**config.mk**
```make
export PLATFORM = sky130hd
export DESIGN_NAME = endpoint_fifo_control
export DESIGN_NICKNAME = d
export VERILOG_FILES = /design/src/hdl/endpoint_slot_state.v /design/src/hdl/event_irq_bank.v /design/src/hdl/endpoint_fifo_control.v
export VERILOG_INCLUDE_DIRS = /design/src /design/src/hdl
export SDC_FILE = /design/constraint.sdc
export NUM_CORES = 1
export LEC_CHECK = 0
export ABC_AREA = 0
export BUFFER_PORTS_ARGS = -buffer_cell sky130_fd_sc_hd__buf_2
export CORE_UTILIZATION = 55
export DETAILED_ROUTE_END_ITERATION = 7
export PLACE_DENSITY_LB_ADDON = 0.25
export RECOVER_POWER = 25
export SETUP_SLACK_MARGIN = 0.3
export SKIP_CTS_REPAIR_TIMING = 1
export SYNTH_ARGS = -nofsm -noshare
export SYNTH_HDL_FRONTEND = slang
export SYNTH_SLANG_ARGS = --single-unit
```
**constraint.sdc**
```tcl
create_clock -name pclk -period 6.1 [get_ports pclk]
set_clock_uncertainty 0.1 [all_clocks]
set_input_delay 0.305 -clock pclk [delete_from_list [all_inputs] [get_ports pclk]]
set_output_delay 0.305 -clock pclk [all_outputs]
set_load 0.05 [all_outputs]
```
**src/hdl/endpoint_fifo_control_defines.vh**
```
`ifndef ENDPOINT_FIFO_CONTROL_DEFINES_VH
`define ENDPOINT_FIFO_CONTROL_DEFINES_VH

////////////////////////////////////////////////////////////////////////////////
// Register byte offsets
`define OFS_SELECT        8'h00
`define OFS_CONTROL       8'h04
`define OFS_BYTE_COUNT    8'h08
`define OFS_LINK_CONTROL  8'h0C
`define OFS_IRQ_STATUS    8'h10
`define OFS_IRQ_MASK      8'h14

////////////////////////////////////////////////////////////////////////////////
// Field positions
`define SEL_DIR_BIT       0
`define DIR_IN            1'h1
`define CTL_ENABLE_BIT    3
`define CTL_STALL_BIT     2
`define CTL_TOGGLE_BIT    1
`define CTL_BUSY_BIT      0
`define LNK_ENABLE_BIT    0
`define CNT_W             7
`define EVT_IN_DONE       0
`define EVT_OUT_DONE      1
`define EVT_STALL         2
`define EVT_W             3

////////////////////////////////////////////////////////////////////////////////
// Reset values and bit levels
`define RST_ENABLE        1'h1
`define RST_LINK          1'h0
`define RST_SELECT        5'h00
`define RST_MASK          3'h0
`define BIT_CLR           1'h0
`define BIT_SET           1'h1

////////////////////////////////////////////////////////////////////////////////
// Reply codes to the serial engine
`define RPL_NONE          2'h0
`define RPL_DATA          2'h1
`define RPL_NAK           2'h2
`define RPL_STALL         2'h3

`endif

```
**src/hdl/endpoint_slot_state.v**
```verilog
`timescale 1ns/1ns
`default_nettype none
`include "endpoint_fifo_control_defines.vh"

module endpoint_slot_state
(
  input  wire pclk,
  input  wire presetn,
  input  wire cpu_write,
  input  wire cpu_enable,
  input  wire cpu_stall,
  input  wire cpu_toggle,
  input  wire toggle_clear,
  input  wire toggle_flip,
  input  wire busy_set,
  input  wire busy_clear,
  output wire enable,
  output wire stall,
  output wire toggle,
  output wire busy
);

  reg enable_reg;
  reg stall_reg;
  reg toggle_reg;
  reg busy_reg;

  //////////////////////////////////////////////////////////////////////////////
  // Per slot state
  always @(posedge pclk or negedge presetn)
  begin
    if (!presetn)
    begin
      enable_reg <= `RST_ENABLE; // RULE1
      stall_reg  <= `BIT_CLR;
      toggle_reg <= `BIT_CLR;
      busy_reg   <= `BIT_CLR;
    end
    else
    begin
      if (cpu_write)
      begin
        enable_reg <= cpu_enable;
        stall_reg  <= cpu_stall; // RULE2
      end
      if (toggle_clear)
        toggle_reg <= `BIT_CLR; // RULE9
      else if (cpu_write && !enable_reg && cpu_enable)
        toggle_reg <= `BIT_CLR; // RULE10
      else if (cpu_write)
        toggle_reg <= cpu_toggle; // RULE8
      else if (toggle_flip)
        toggle_reg <= ~toggle_reg; // RULE4 RULE6
      if (busy_set)
        busy_reg <= `BIT_SET; // RULE11 RULE13
      else if (busy_clear)
        busy_reg <= `BIT_CLR; // RULE14
    end
  end

  assign enable = enable_reg;
  assign stall  = stall_reg;
  assign toggle = toggle_reg;
  assign busy   = busy_reg;

endmodule
`default_nettype wire

```
**src/hdl/event_irq_bank.v**
```verilog
`timescale 1ns/1ns
`default_nettype none
`include "endpoint_fifo_control_defines.vh"

module event_irq_bank
(
  input  wire              pclk,
  input  wire              presetn,
  input  wire [`EVT_W-1:0] events,
  input  wire              status_write,
  input  wire              mask_write,
  input  wire [`EVT_W-1:0] wdata,
  output wire [`EVT_W-1:0] status,
  output wire [`EVT_W-1:0] mask,
  output wire              irq
);

  reg [`EVT_W-1:0] status_reg;
  reg [`EVT_W-1:0] mask_reg;
  reg [`EVT_W-1:0] status_next;

  //////////////////////////////////////////////////////////////////////////////
  // Write one to clear, set wins
  always @*
  begin
    status_next = status_reg;
    if (status_write)
      status_next = status_next & ~wdata;
    status_next = status_next | events;
  end

  always @(posedge pclk or negedge presetn)
  begin
    if (!presetn)
    begin
      status_reg <= `RST_MASK;
      mask_reg   <= `RST_MASK;
    end
    else
    begin
      status_reg <= status_next;
      if (mask_write)
        mask_reg <= wdata;
    end
  end

  assign status = status_reg;
  assign mask   = mask_reg;
  assign irq    = |(status_reg & mask_reg);

endmodule
`default_nettype wire

```
**src/hdl/endpoint_fifo_control.v**
```verilog
// Notes on behaviour
// RULE1 - All endpoint FIFOs enabled after reset
// RULE2 - Stall bit answers every token with STALL
// RULE3 - IN data PID follows toggle bit
// RULE4 - IN toggle flips only on host ACK
// RULE5 - OUT toggle gives expected data PID
// RULE6 - OUT toggle flips on good packet only
// RULE7 - Wrong PID: ACK, no interrupt, toggle kept
// RULE8 - CPU may write the toggle bit
// RULE9 - Link re-enable clears every toggle bit
// RULE10 - FIFO re-enable clears that toggle bit
// RULE11 - IN busy set on arm until sent
// RULE12 - CPU touches IN FIFO only when idle
// RULE13 - OUT busy high while receiving data
// RULE14 - OUT busy clears on completion, stays clear
// RULE15 - Byte count write arms IN endpoint
// RULE16 - Bits per selected endpoint and direction
`timescale 1ns/1ns
`default_nettype none
`include "endpoint_fifo_control_defines.vh"

module endpoint_fifo_control
#(
  parameter NUM_EP = 10,
  parameter EP_W   = 4
)
(
  input  wire             pclk,
  input  wire             presetn,
  input  wire             psel,
  input  wire             penable,
  input  wire             pwrite,
  input  wire [7:0]       paddr,
  input  wire [31:0]      pwdata,
  output wire [31:0]      prdata,
  output wire             pready,
  output wire             pslverr,
  output wire             irq,
  output wire             link_enable,
  input  wire             tok_valid,
  input  wire             tok_in,
  input  wire [EP_W-1:0]  tok_ep,
  output wire             reply_valid,
  output wire [1:0]       reply_code,
  output wire             reply_pid,
  output wire [`CNT_W-1:0] reply_count,
  input  wire             in_ack,
  input  wire             out_start,
  input  wire             out_done,
  input  wire             out_ok,
  input  wire             out_pid,
  input  wire [`CNT_W-1:0] out_count,
  output wire             out_ack
);

  localparam SLOT_W = EP_W + 1;
  localparam SLOTS  = 2 * NUM_EP;

  //////////////////////////////////////////////////////////////////////////////
  // Declarations
  reg  [SLOT_W-1:0] sel_reg;
  reg               link_en_reg;
  reg  [`CNT_W-1:0] count_mem [0:SLOTS-1];
  reg  [SLOT_W-1:0] cur_slot_reg;
  reg               reply_valid_reg;
  reg  [1:0]        reply_code_reg;
  reg               reply_pid_reg;
  reg  [`CNT_W-1:0] reply_count_reg;
  reg               out_ack_reg;
  reg  [31:0]       prdata_reg;
  reg               pslverr_reg;
  reg  [31:0]       rd_val;
  reg               hit;
  reg  [1:0]        tok_code;

  wire [SLOTS-1:0]  enable_v;
  wire [SLOTS-1:0]  stall_v;
  wire [SLOTS-1:0]  toggle_v;
  wire [SLOTS-1:0]  busy_v;
  wire [SLOTS-1:0]  ctl_wr_v;
  wire [SLOTS-1:0]  flip_v;
  wire [SLOTS-1:0]  bset_v;
  wire [SLOTS-1:0]  bclr_v;
  wire [`EVT_W-1:0] irq_status;
  wire [`EVT_W-1:0] irq_mask;
  wire [`EVT_W-1:0] events;

  wire              setup_phase;
  wire              access_phase;
  wire              wr_sel;
  wire              wr_ctl;
  wire              wr_cnt;
  wire              wr_lnk;
  wire              wr_sts;
  wire              wr_msk;
  wire              sel_valid;
  wire [SLOT_W-1:0] tok_slot;
  wire              tok_ok;
  wire              tok_take;
  wire              cur_in;
  wire              cur_valid;
  wire              out_match;
  wire              link_rise;

  //////////////////////////////////////////////////////////////////////////////
  // Slot decode
  assign sel_valid = ({{(32-EP_W){1'b0}}, sel_reg[SLOT_W-1:1]} < NUM_EP);
  assign tok_slot  = {tok_ep, tok_in};
  assign tok_ok    = link_en_reg && ({{(32-EP_W){1'b0}}, tok_ep} < NUM_EP);
  assign tok_take  = tok_valid && tok_ok;
  assign cur_in    = (cur_slot_reg[`SEL_DIR_BIT] == `DIR_IN);
  assign cur_valid = ({{(32-EP_W){1'b0}}, cur_slot_reg[SLOT_W-1:1]} < NUM_EP);
  assign out_match = cur_valid && (out_pid == toggle_v[cur_slot_reg]);

  //////////////////////////////////////////////////////////////////////////////
  // APB decode
  assign setup_phase  = psel && !penable;
  assign access_phase = psel && penable;
  assign wr_sel = access_phase && pwrite && (paddr == `OFS_SELECT);
  assign wr_ctl = access_phase && pwrite && (paddr == `OFS_CONTROL);
  assign wr_cnt = access_phase && pwrite && (paddr == `OFS_BYTE_COUNT);
  assign wr_lnk = access_phase && pwrite && (paddr == `OFS_LINK_CONTROL);
  assign wr_sts = access_phase && pwrite && (paddr == `OFS_IRQ_STATUS);
  assign wr_msk = access_phase && pwrite && (paddr == `OFS_IRQ_MASK);
  assign link_rise = wr_lnk && !link_en_reg && pwdata[`LNK_ENABLE_BIT];

  always @*
  begin
    rd_val = 32'h00000000;
    hit    = 1'b1;
    if (paddr == `OFS_SELECT)
      rd_val[SLOT_W-1:0] = sel_reg;
    else if (paddr == `OFS_CONTROL)
    begin
      if (sel_valid)
      begin
        rd_val[`CTL_ENABLE_BIT] = enable_v[sel_reg]; // RULE16
        rd_val[`CTL_STALL_BIT]  = stall_v[sel_reg];
        rd_val[`CTL_TOGGLE_BIT] = toggle_v[sel_reg];
        rd_val[`CTL_BUSY_BIT]   = busy_v[sel_reg];
      end
    end
    else if (paddr == `OFS_BYTE_COUNT)
    begin
      if (sel_valid)
        rd_val[`CNT_W-1:0] = count_mem[sel_reg];
    end
    else if (paddr == `OFS_LINK_CONTROL)
      rd_val[`LNK_ENABLE_BIT] = link_en_reg;
    else if (paddr == `OFS_IRQ_STATUS)
      rd_val[`EVT_W-1:0] = irq_status;
    else if (paddr == `OFS_IRQ_MASK)
      rd_val[`EVT_W-1:0] = irq_mask;
    else
      hit = 1'b0;
  end

  //////////////////////////////////////////////////////////////////////////////
  // APB read data and error, captured in setup
  always @(posedge pclk or negedge presetn)
  begin
    if (!presetn)
    begin
      prdata_reg  <= 32'h00000000;
      pslverr_reg <= 1'b0;
    end
    else if (setup_phase)
    begin
      prdata_reg  <= pwrite ? 32'h00000000 : rd_val;
      pslverr_reg <= !hit;
    end
  end

  assign prdata  = prdata_reg;
  assign pslverr = pslverr_reg && access_phase;
  assign pready  = 1'b1;

  //////////////////////////////////////////////////////////////////////////////
  // Select and link control
  always @(posedge pclk or negedge presetn)
  begin
    if (!presetn)
    begin
      sel_reg     <= `RST_SELECT;
      link_en_reg <= `RST_LINK;
    end
    else
    begin
      if (wr_sel)
        sel_reg <= pwdata[SLOT_W-1:0];
      if (wr_lnk)
        link_en_reg <= pwdata[`LNK_ENABLE_BIT];
    end
  end

  assign link_enable = link_en_reg;

  //////////////////////////////////////////////////////////////////////////////
  // Token reply
  always @*
  begin
    tok_code = `RPL_NONE;
    if (tok_take)
    begin
      if (stall_v[tok_slot])
        tok_code = `RPL_STALL; // RULE2
      else if (!enable_v[tok_slot])
        tok_code = `RPL_NAK;
      else if (tok_in)
        tok_code = busy_v[tok_slot] ? `RPL_DATA : `RPL_NAK; // RULE15
      else
        tok_code = `RPL_DATA;
    end
  end

  always @(posedge pclk or negedge presetn)
  begin
    if (!presetn)
    begin
      cur_slot_reg    <= `RST_SELECT;
      reply_valid_reg <= 1'b0;
      reply_code_reg  <= `RPL_NONE;
      reply_pid_reg   <= 1'b0;
      reply_count_reg <= {`CNT_W{1'b0}};
      out_ack_reg     <= 1'b0;
    end
    else
    begin
      reply_valid_reg <= tok_take;
      out_ack_reg     <= out_done && out_ok; // RULE7
      if (tok_take)
      begin
        cur_slot_reg    <= tok_slot;
        reply_code_reg  <= tok_code;
        reply_pid_reg   <= toggle_v[tok_slot]; // RULE3 RULE5
        reply_count_reg <= count_mem[tok_slot];
      end
    end
  end

  assign reply_valid = reply_valid_reg;
  assign reply_code  = reply_code_reg;
  assign reply_pid   = reply_pid_reg;
  assign reply_count = reply_count_reg;
  assign out_ack     = out_ack_reg;

  //////////////////////////////////////////////////////////////////////////////
  // Byte counts
  always @(posedge pclk)
  begin
    if (out_done && out_ok && out_match && !cur_in)
      count_mem[cur_slot_reg] <= out_count;
    else if (wr_cnt && sel_valid)
      count_mem[sel_reg] <= pwdata[`CNT_W-1:0]; // RULE15
  end

  //////////////////////////////////////////////////////////////////////////////
  // Per slot state
  genvar i;
  generate
    for (i = 0; i < SLOTS; i = i + 1)
    begin : slot
      localparam [SLOT_W-1:0] ID = i;
      wire is_in = (ID[`SEL_DIR_BIT] == `DIR_IN);
      wire is_cur = (cur_slot_reg == ID);
      wire is_sel = sel_valid && (sel_reg == ID);

      assign ctl_wr_v[i] = wr_ctl && is_sel; // RULE16
      assign flip_v[i] = is_cur && (is_in ? in_ack // RULE4
                                          : (out_done && out_ok && out_match)); // RULE6 RULE7
      assign bset_v[i] = (wr_cnt && is_sel && is_in) // RULE11 RULE15
                      || (out_start && is_cur && !is_in
                          && enable_v[i] && !stall_v[i]); // RULE13
      assign bclr_v[i] = is_cur && (is_in ? in_ack : out_done); // RULE14

      endpoint_slot_state u_state
      (
        .pclk         (pclk),
        .presetn      (presetn),
        .cpu_write    (ctl_wr_v[i]),
        .cpu_enable   (pwdata[`CTL_ENABLE_BIT]),
        .cpu_stall    (pwdata[`CTL_STALL_BIT]),
        .cpu_toggle   (pwdata[`CTL_TOGGLE_BIT]), // RULE8
        .toggle_clear (link_rise), // RULE9
        .toggle_flip  (flip_v[i]),
        .busy_set     (bset_v[i]),
        .busy_clear   (bclr_v[i]),
        .enable       (enable_v[i]),
        .stall        (stall_v[i]),
        .toggle       (toggle_v[i]),
        .busy         (busy_v[i])
      );
    end
  endgenerate

  //////////////////////////////////////////////////////////////////////////////
  // Interrupts
  assign events[`EVT_IN_DONE]  = in_ack && cur_in && cur_valid;
  assign events[`EVT_OUT_DONE] = out_done && out_ok && out_match && !cur_in; // RULE7
  assign events[`EVT_STALL]    = tok_take && (tok_code == `RPL_STALL);

  event_irq_bank u_irq
  (
    .pclk         (pclk),
    .presetn      (presetn),
    .events       (events),
    .status_write (wr_sts),
    .mask_write   (wr_msk),
    .wdata        (pwdata[`EVT_W-1:0]),
    .status       (irq_status),
    .mask         (irq_mask),
    .irq          (irq)
  );

endmodule
`default_nettype wire

```
* Yosys cells after proc, flatten, opt, wreduce, memory -nomap -nowiden *
Memories as Yosys holds them, arrays and structs flattened. A register that Yosys moved wholly into a read port is not among the register bits.
Index checks and enable logic that the tools add are counted.
Widths: inputs -> output; s select.

cells by class
  magnitude comparators = 6
  eq/ne operators = 45
  muxes and demuxes = 171
  bitwise operators = 24
  reduce and logical (&&, ||, !) cells = 252

operators by type and width
  cell                count
  $logic_and 1x1->1   172
  $mux 1              142
  $eq 5x4->1 const B  16
  $reduce_bool 4->1   20
  $bmux 1 s5          9
  $eq 5x3->1 const B  8
  $eq 5x5->1 const B  8
  $reduce_bool 2->1   20
  $logic_not 1->1     35
  $mux 7              3
  $eq 5x2->1 const B  4
  $not 1->1           20
  $lt 5x6->1 const B  3
  $eq 8x4->1 const B  2
  $eq 8x5->1 const B  2
  $mux 3              5
  $mux 2              7
  $lt 4x4->1 const B  3
  $mux 4              3
  $eq 5x1->1 const B  2
  $logic_not 5->1     2
  $mux 5              2
  $eq 8x3->1 const B  1
  $logic_not 8->1     1
  other kinds (7)     8

storage, ports and cells
  bits in registers = 135
  RAM bits = 140
  input port bits = 63
  output and inout port bits = 48
  logic and storage cells = 590
  memories kept = 1

memories
  memory     words  bits a word  rd ports  clocked after Yosys merged registers in  wr ports  RTL line                    source
  count_mem  20     7            2         1                                        1         endpoint_fifo_control.v:63  reg [`CNT_W-1:0] count_mem [0:SLOTS-1];

* Longest topological paths before layout *
  depth in word-level cells = 10
  depth in mapped cells = 9

* By module *
Synthesis repeated with hierarchy kept, for this count alone.

second synthesis, totals
  cell total of the unflattened synthesis = 1098
  area total of the unflattened synthesis = 14338.8 µm²

by module, submodules not included
  module                 instances  cells each  area each (µm²)  seq. area each (µm²)
  endpoint_fifo_control  1          821         10829.1          4979.8
  endpoint_slot_state    20         13          163.9            101.3
  event_irq_bank         1          17          231.5            150.1

* Least setup slack after synthesis *
OpenSTA, ideal clock, no wires.

  path type = register to register
  start point = register cur_slot_reg[1]
  end point = memory count_mem[5][0] in the netlist's numbering, enable pin
  library setup time = 383 ps
  arrival = 3032 ps
  data required time = 5617 ps
  setup slack = 2585 ps
  stages on the path, launching flop included = 8
  period minus slack after synthesis = 3515 ps
  cells stage by stage = dfrtp_1 buf_6 mux4_2 mux2i_1 mux2i_2 a311oi_4 or4_4 a211oi_1

on the way
  longest elaborated chain between the ends = 10
  elaborated cells between the ends (all ways) = 14
  classes of those cells = order compare (1); eq/ne (1); mux (8); reduce/logical (4)

ends and longest elaborated chain
  what                                        RTL line                     source
  start: declaration                          endpoint_fifo_control.v:64   reg [SLOT_W-1:0] cur_slot_reg;
  start signal: assignment                    endpoint_fifo_control.v:220  cur_slot_reg <= `RST_SELECT;
  start signal: assignment                    endpoint_fifo_control.v:233  cur_slot_reg <= tok_slot;
  $bmux 1 s5                                  endpoint_fifo_control.v:113  assign out_match = cur_valid && (out_pid == toggle_v[cur_slot_reg]);
  $mux 1 (not written as such)                endpoint_fifo_control.v:113
  $eq 1x1->1                                  endpoint_fifo_control.v:113
  $logic_and 1x1->1                           endpoint_fifo_control.v:113
  $logic_and 1x1->1 (2 in a row)              endpoint_fifo_control.v:251  if (out_done && out_ok && out_match && !cur_in)
  $mux 1                                      endpoint_fifo_control.v:251
  $mux 1                                      endpoint_fifo_control.v:254  count_mem[sel_reg] <= pwdata[`CNT_W-1:0];
  $reduce_or 7->1 (no line)                   --
  $mux 5 (no line) or $mux 1 (tied branches)  --
  end: declaration                            endpoint_fifo_control.v:63

Parallel ways exist; a longest one is shown, timed or not. The select of a mux whose other input is x is not followed.

* Final worst setup path *
  start point = register cur_slot_reg[1]
  end point = memory count_mem[17][6] in the netlist's numbering, enable pin

The elaborated chain is that of the path after synthesis.

==> summary.md <==
| Metric | Value |
|---|---|
| Status | `complete, but fails checks` |
| Failing checks | `negative hold slack, max-capacitance violations, max-slew violations` |
| Top_reg_cell synth | `edfxtp_1` |
| Mapped Avg Cell Area | `13.9 µm²` |
| Area grow syn2layout | `9.02%` |
| Boundary pin count | `111` |
| Min Tclk post-route | `4500 ps` |
| Hold Vio Cnt, Final | `3` |
| Synth Area in Compound Gates | `0.0741` |
| CTS sink count | `257` |
| Hold EP | `prdata[2]$_DFFE_PN0P_` |
| Post-Route Setup TNS | `0 ps` |
| Via count | `9542` |
| Highest clock rate | `222 MHz` |
| Comb power frac | `0.105` |
| Hold Path Origin | `pwrite` |
| Tcrit/Tclk final | `0.737` |
| HP Class | `input pin to flop` |
| Crit path from | `cur_slot_reg[1]$_DFFE_PN0P_` |
| Vias in the first global route | `9387` |
| Reg power frac | `0.486` |
| Most flops, register | `count_mem` |
| Max reg flops | `140` |
| Hpwl dp | `26000 µm` |
| Static Leak | `5.40 nW` |
| PD cells | `257 nW/µm²` |
| Filler cells | `1880` |
| First-pass GRT wire length | `57900 µm` |
| Fin Hold WS | `-7.45 ps` |
| R2r endpoint | `count_mem[17][6]$_DFFE_PP_` |
| FFs w/ async S/R, synth | `0.455` |
| Net switching fraction of the power | `0.255` |
| EDFF count, synth | `140` |
| Synth cell types | `74` |
| Crit path required time | `6160 ps` |
| Worst Hold Depth | `3` |
| XOR/XNOR Fraction of Synth Area | `0.0131` |
| Die Height | `162 µm` |
| Reg2Reg Setup Slack | `1600 ps` |
| Port Buffer Count | `59` |
| Max VDD drop | `0.000211 V` |
| Worst Path Class, Setup | `flop to flop` |
| TritonCTS Buffers | `27` |
| DRC Markers | `0` |
| R2R cell count | `6` |
| Clock root buffer | `clkbuf_16` |
| Max Cap Viol | `1` |
| Synthesized flop and latch total | `257` |
| Slew Limit Fails | `41` |
| Detailed Routing Iterations Pass 1 | `6` |
| Post-Synth Adder-Cell Area | `0` |
| Post-route ant nets | `0` |
| Clk pin slew, worst setup/hold paths | `70 ps` |
| Cell count after synthesis | `1009` |
| Post-Syn Area | `14100 µm²` |
| Clock power frac | `0.409` |
| H-tree Lvls | `1` |
| Endpoints failing setup | `0` |
| Reg2reg start | `cur_slot_reg[1]$_DFFE_PN0P_` |
| Clock Path Buffers | `3` |
| RSZ-0062 raised after global routing | `no` |
| Chip width | `162 µm` |
| Int Pwr | `2.93 mW` |
| Sequential share of the synthesized area | `0.509` |
| Multiplexer share of the synthesized area | `0.272` |
| Vias per inst | `6.84` |
| Clock insertion delay at the later pin of the skew report | `550 ps` |
| Die area | `26200 µm²` |
| Placer Congestion | `0.932` |
| Slew headroom | `-0.477` |
| CTS tree | `done` |
| Layout Nets | `1106` |
| NetSw | `1.01 mW` |
| Post-Synth Simple-Gate Area | `0.0922` |
| DR WL/cell | `27.0 µm` |
| Largest family of logic cells by synthesized area | `multiplexers` |
| Row count | `58` |
| Core region area | `25100 µm²` |
| Post-Route WL | `37600 µm` |
| Critical Path Sink Type | `flop` |
| Share of layout cells above drive strength 1 | `0.293` |
| Initial Utilization | `0.560` |
| Critical path startpoint category | `flop` |
| Yosys warns | `0` |
| Maximum fanout along the worst path | `14` |
| Largest net degree at the start of global routing | `79` |
| Total track usage | `0.298` |
| Total congestion overflow | `0` |
| CP arrival | `4560 ps` |
| Slew @ Worst Pin | `2220 ps` |
| DR iter-0 viols | `1321` |
| Initial antenna violation count | `1` |
## metal layers
metal	GRT usage	wire length, µm	vias to the layer above	part of all wire
li1	-	-	4013	-
met1	0.430	15500	4884	0.41
met2	0.440	16900	575	0.45
met3	0.0919	4340	70	0.12
met4	0.0776	835	0	0.022
met5	0	0	-	0
## synth_stat cells (10+ instances only)
cell      count  area, µm²
nor3_1       20        100
a211oi_1     11       82.6
nand2b_1     10       62.6
mux4_2      136       3060
inv_1        11       41.3
dfrtp_1      97       2430
nand3_1      16       80.1
nand2_1     117        439
xnor2_1      15        131
o21ai_0      63        315
clkbuf_1     34        128
dfstp_2      20        526
buf_4        29        218
a21oi_1      19       95.1
mux2i_1      17        170
mux2_2       48        541
nor2_1       39        146
and3_1       10       62.6
edfxtp_1    140       4200
buf_1        13       48.8
buf_2        17       85.1
## power by group through the flow
stage               clock network (mW)  logic [mW]  registers, mW
global placement                     0       0.402           1.95
global route                      1.68       0.441           1.92
floorplan                            0       0.294           1.95
CTS                               1.62       0.411           1.91
finish                            1.61       0.413           1.92
detailed placement                   0       0.409           1.95
## layout make-up
| class | instances | area (µm²) | share of cell area |
|---|---|---|---|
| multi-input cells | 668 | 6440 | 0.420 |
| flip-flops and latches | 257 | 7160 | 0.467 |
| clock inverters | 13 | 105 | 0.00685 |
| inverters | 13 | 48.8 | 0.00318 |
| repair buffers | 76 | 402 | 0.0262 |
| well taps | 330 | 413 | 0.0269 |
| diodes | 1 | 2.50 | 0.000163 |
| clock buffers | 37 | 763 | 0.0498 |
## critical path, stage by stage, from the launching register on
cell,delay (ps)
dfrtp_1,750
mux4_2,640
mux2i_1,220
mux2i_2,680
a311oi_4,280
nand2b_1,410
nor3_1,1020
## through the flow
stage	power (mW)	util	instances	worst slack, ps	cell area [µm²]
2_1_floorplan	2.24	-	1033	2580	14200
3_3_place_gp	2.35	0.577	1342	1780	14500
3_5_place_dp	2.36	0.577	1342	1710	14500
4_1_cts	3.94	0.611	1392	1690	15400
5_1_grt	4.04	0.611	1394	1360	15300
6_report	3.94	0.611	1395	1600	15300
## kinds of logic (layout without fill, tap and decap cells)
family | Yosys count | count (layout)
flip-flops | 257 | 257
AO/OA/AOI/OAI | 156 | 156
AND/OR/NAND/NOR | 261 | 261
multiplexers | 204 | 204
XOR/XNOR | 21 | 21
other | 2 | 27
buffers and inverters | 108 | 139
## cells in the final DEF (no fill, tap or decap), types with 4 or more instances in the layout
master / n
xnor2_1: 15
a21oi_1: 19
mux2_2: 48
dfrtp_1: 95
nand2b_1: 10
nor2b_1: 7
clkbuf_16: 27
o2111ai_1: 8
nand4_1: 4
a22o_1: 6
xor2_1: 6
and3_1: 10
mux4_2: 136
and2_1: 5
nor3b_1: 5
clkinv_1: 8
nand3_1: 16
buf_2: 35
conb_1: 26
a211oi_1: 11
nor4_1: 8
o21ai_0: 63
a31oi_1: 9
nor2_1: 39
nor3_1: 20
mux2i_1: 17
clkbuf_8: 5
inv_1: 11
edfxtp_1: 140
o31ai_1: 6
nand2_1: 117
clkbuf_1: 28
dfstp_2: 20
o2bb2ai_1: 4
buf_4: 16
## how the worst max path moves through the flow
stage               cells past startpoint                          to  slack [ps]
floorplan                               7   count_mem[5][0]$_DFFE_PP_        2580
finish                                  6  count_mem[17][6]$_DFFE_PP_        1600
detailed placement                      6  count_mem[17][6]$_DFFE_PP_        1710
global placement                        6  count_mem[17][6]$_DFFE_PP_        1780
global route                            6  count_mem[17][6]$_DFFE_PP_        1360
CTS                                     6  count_mem[17][6]$_DFFE_PP_        1690
Note: power is estimated with default switching activity, not from simulation.
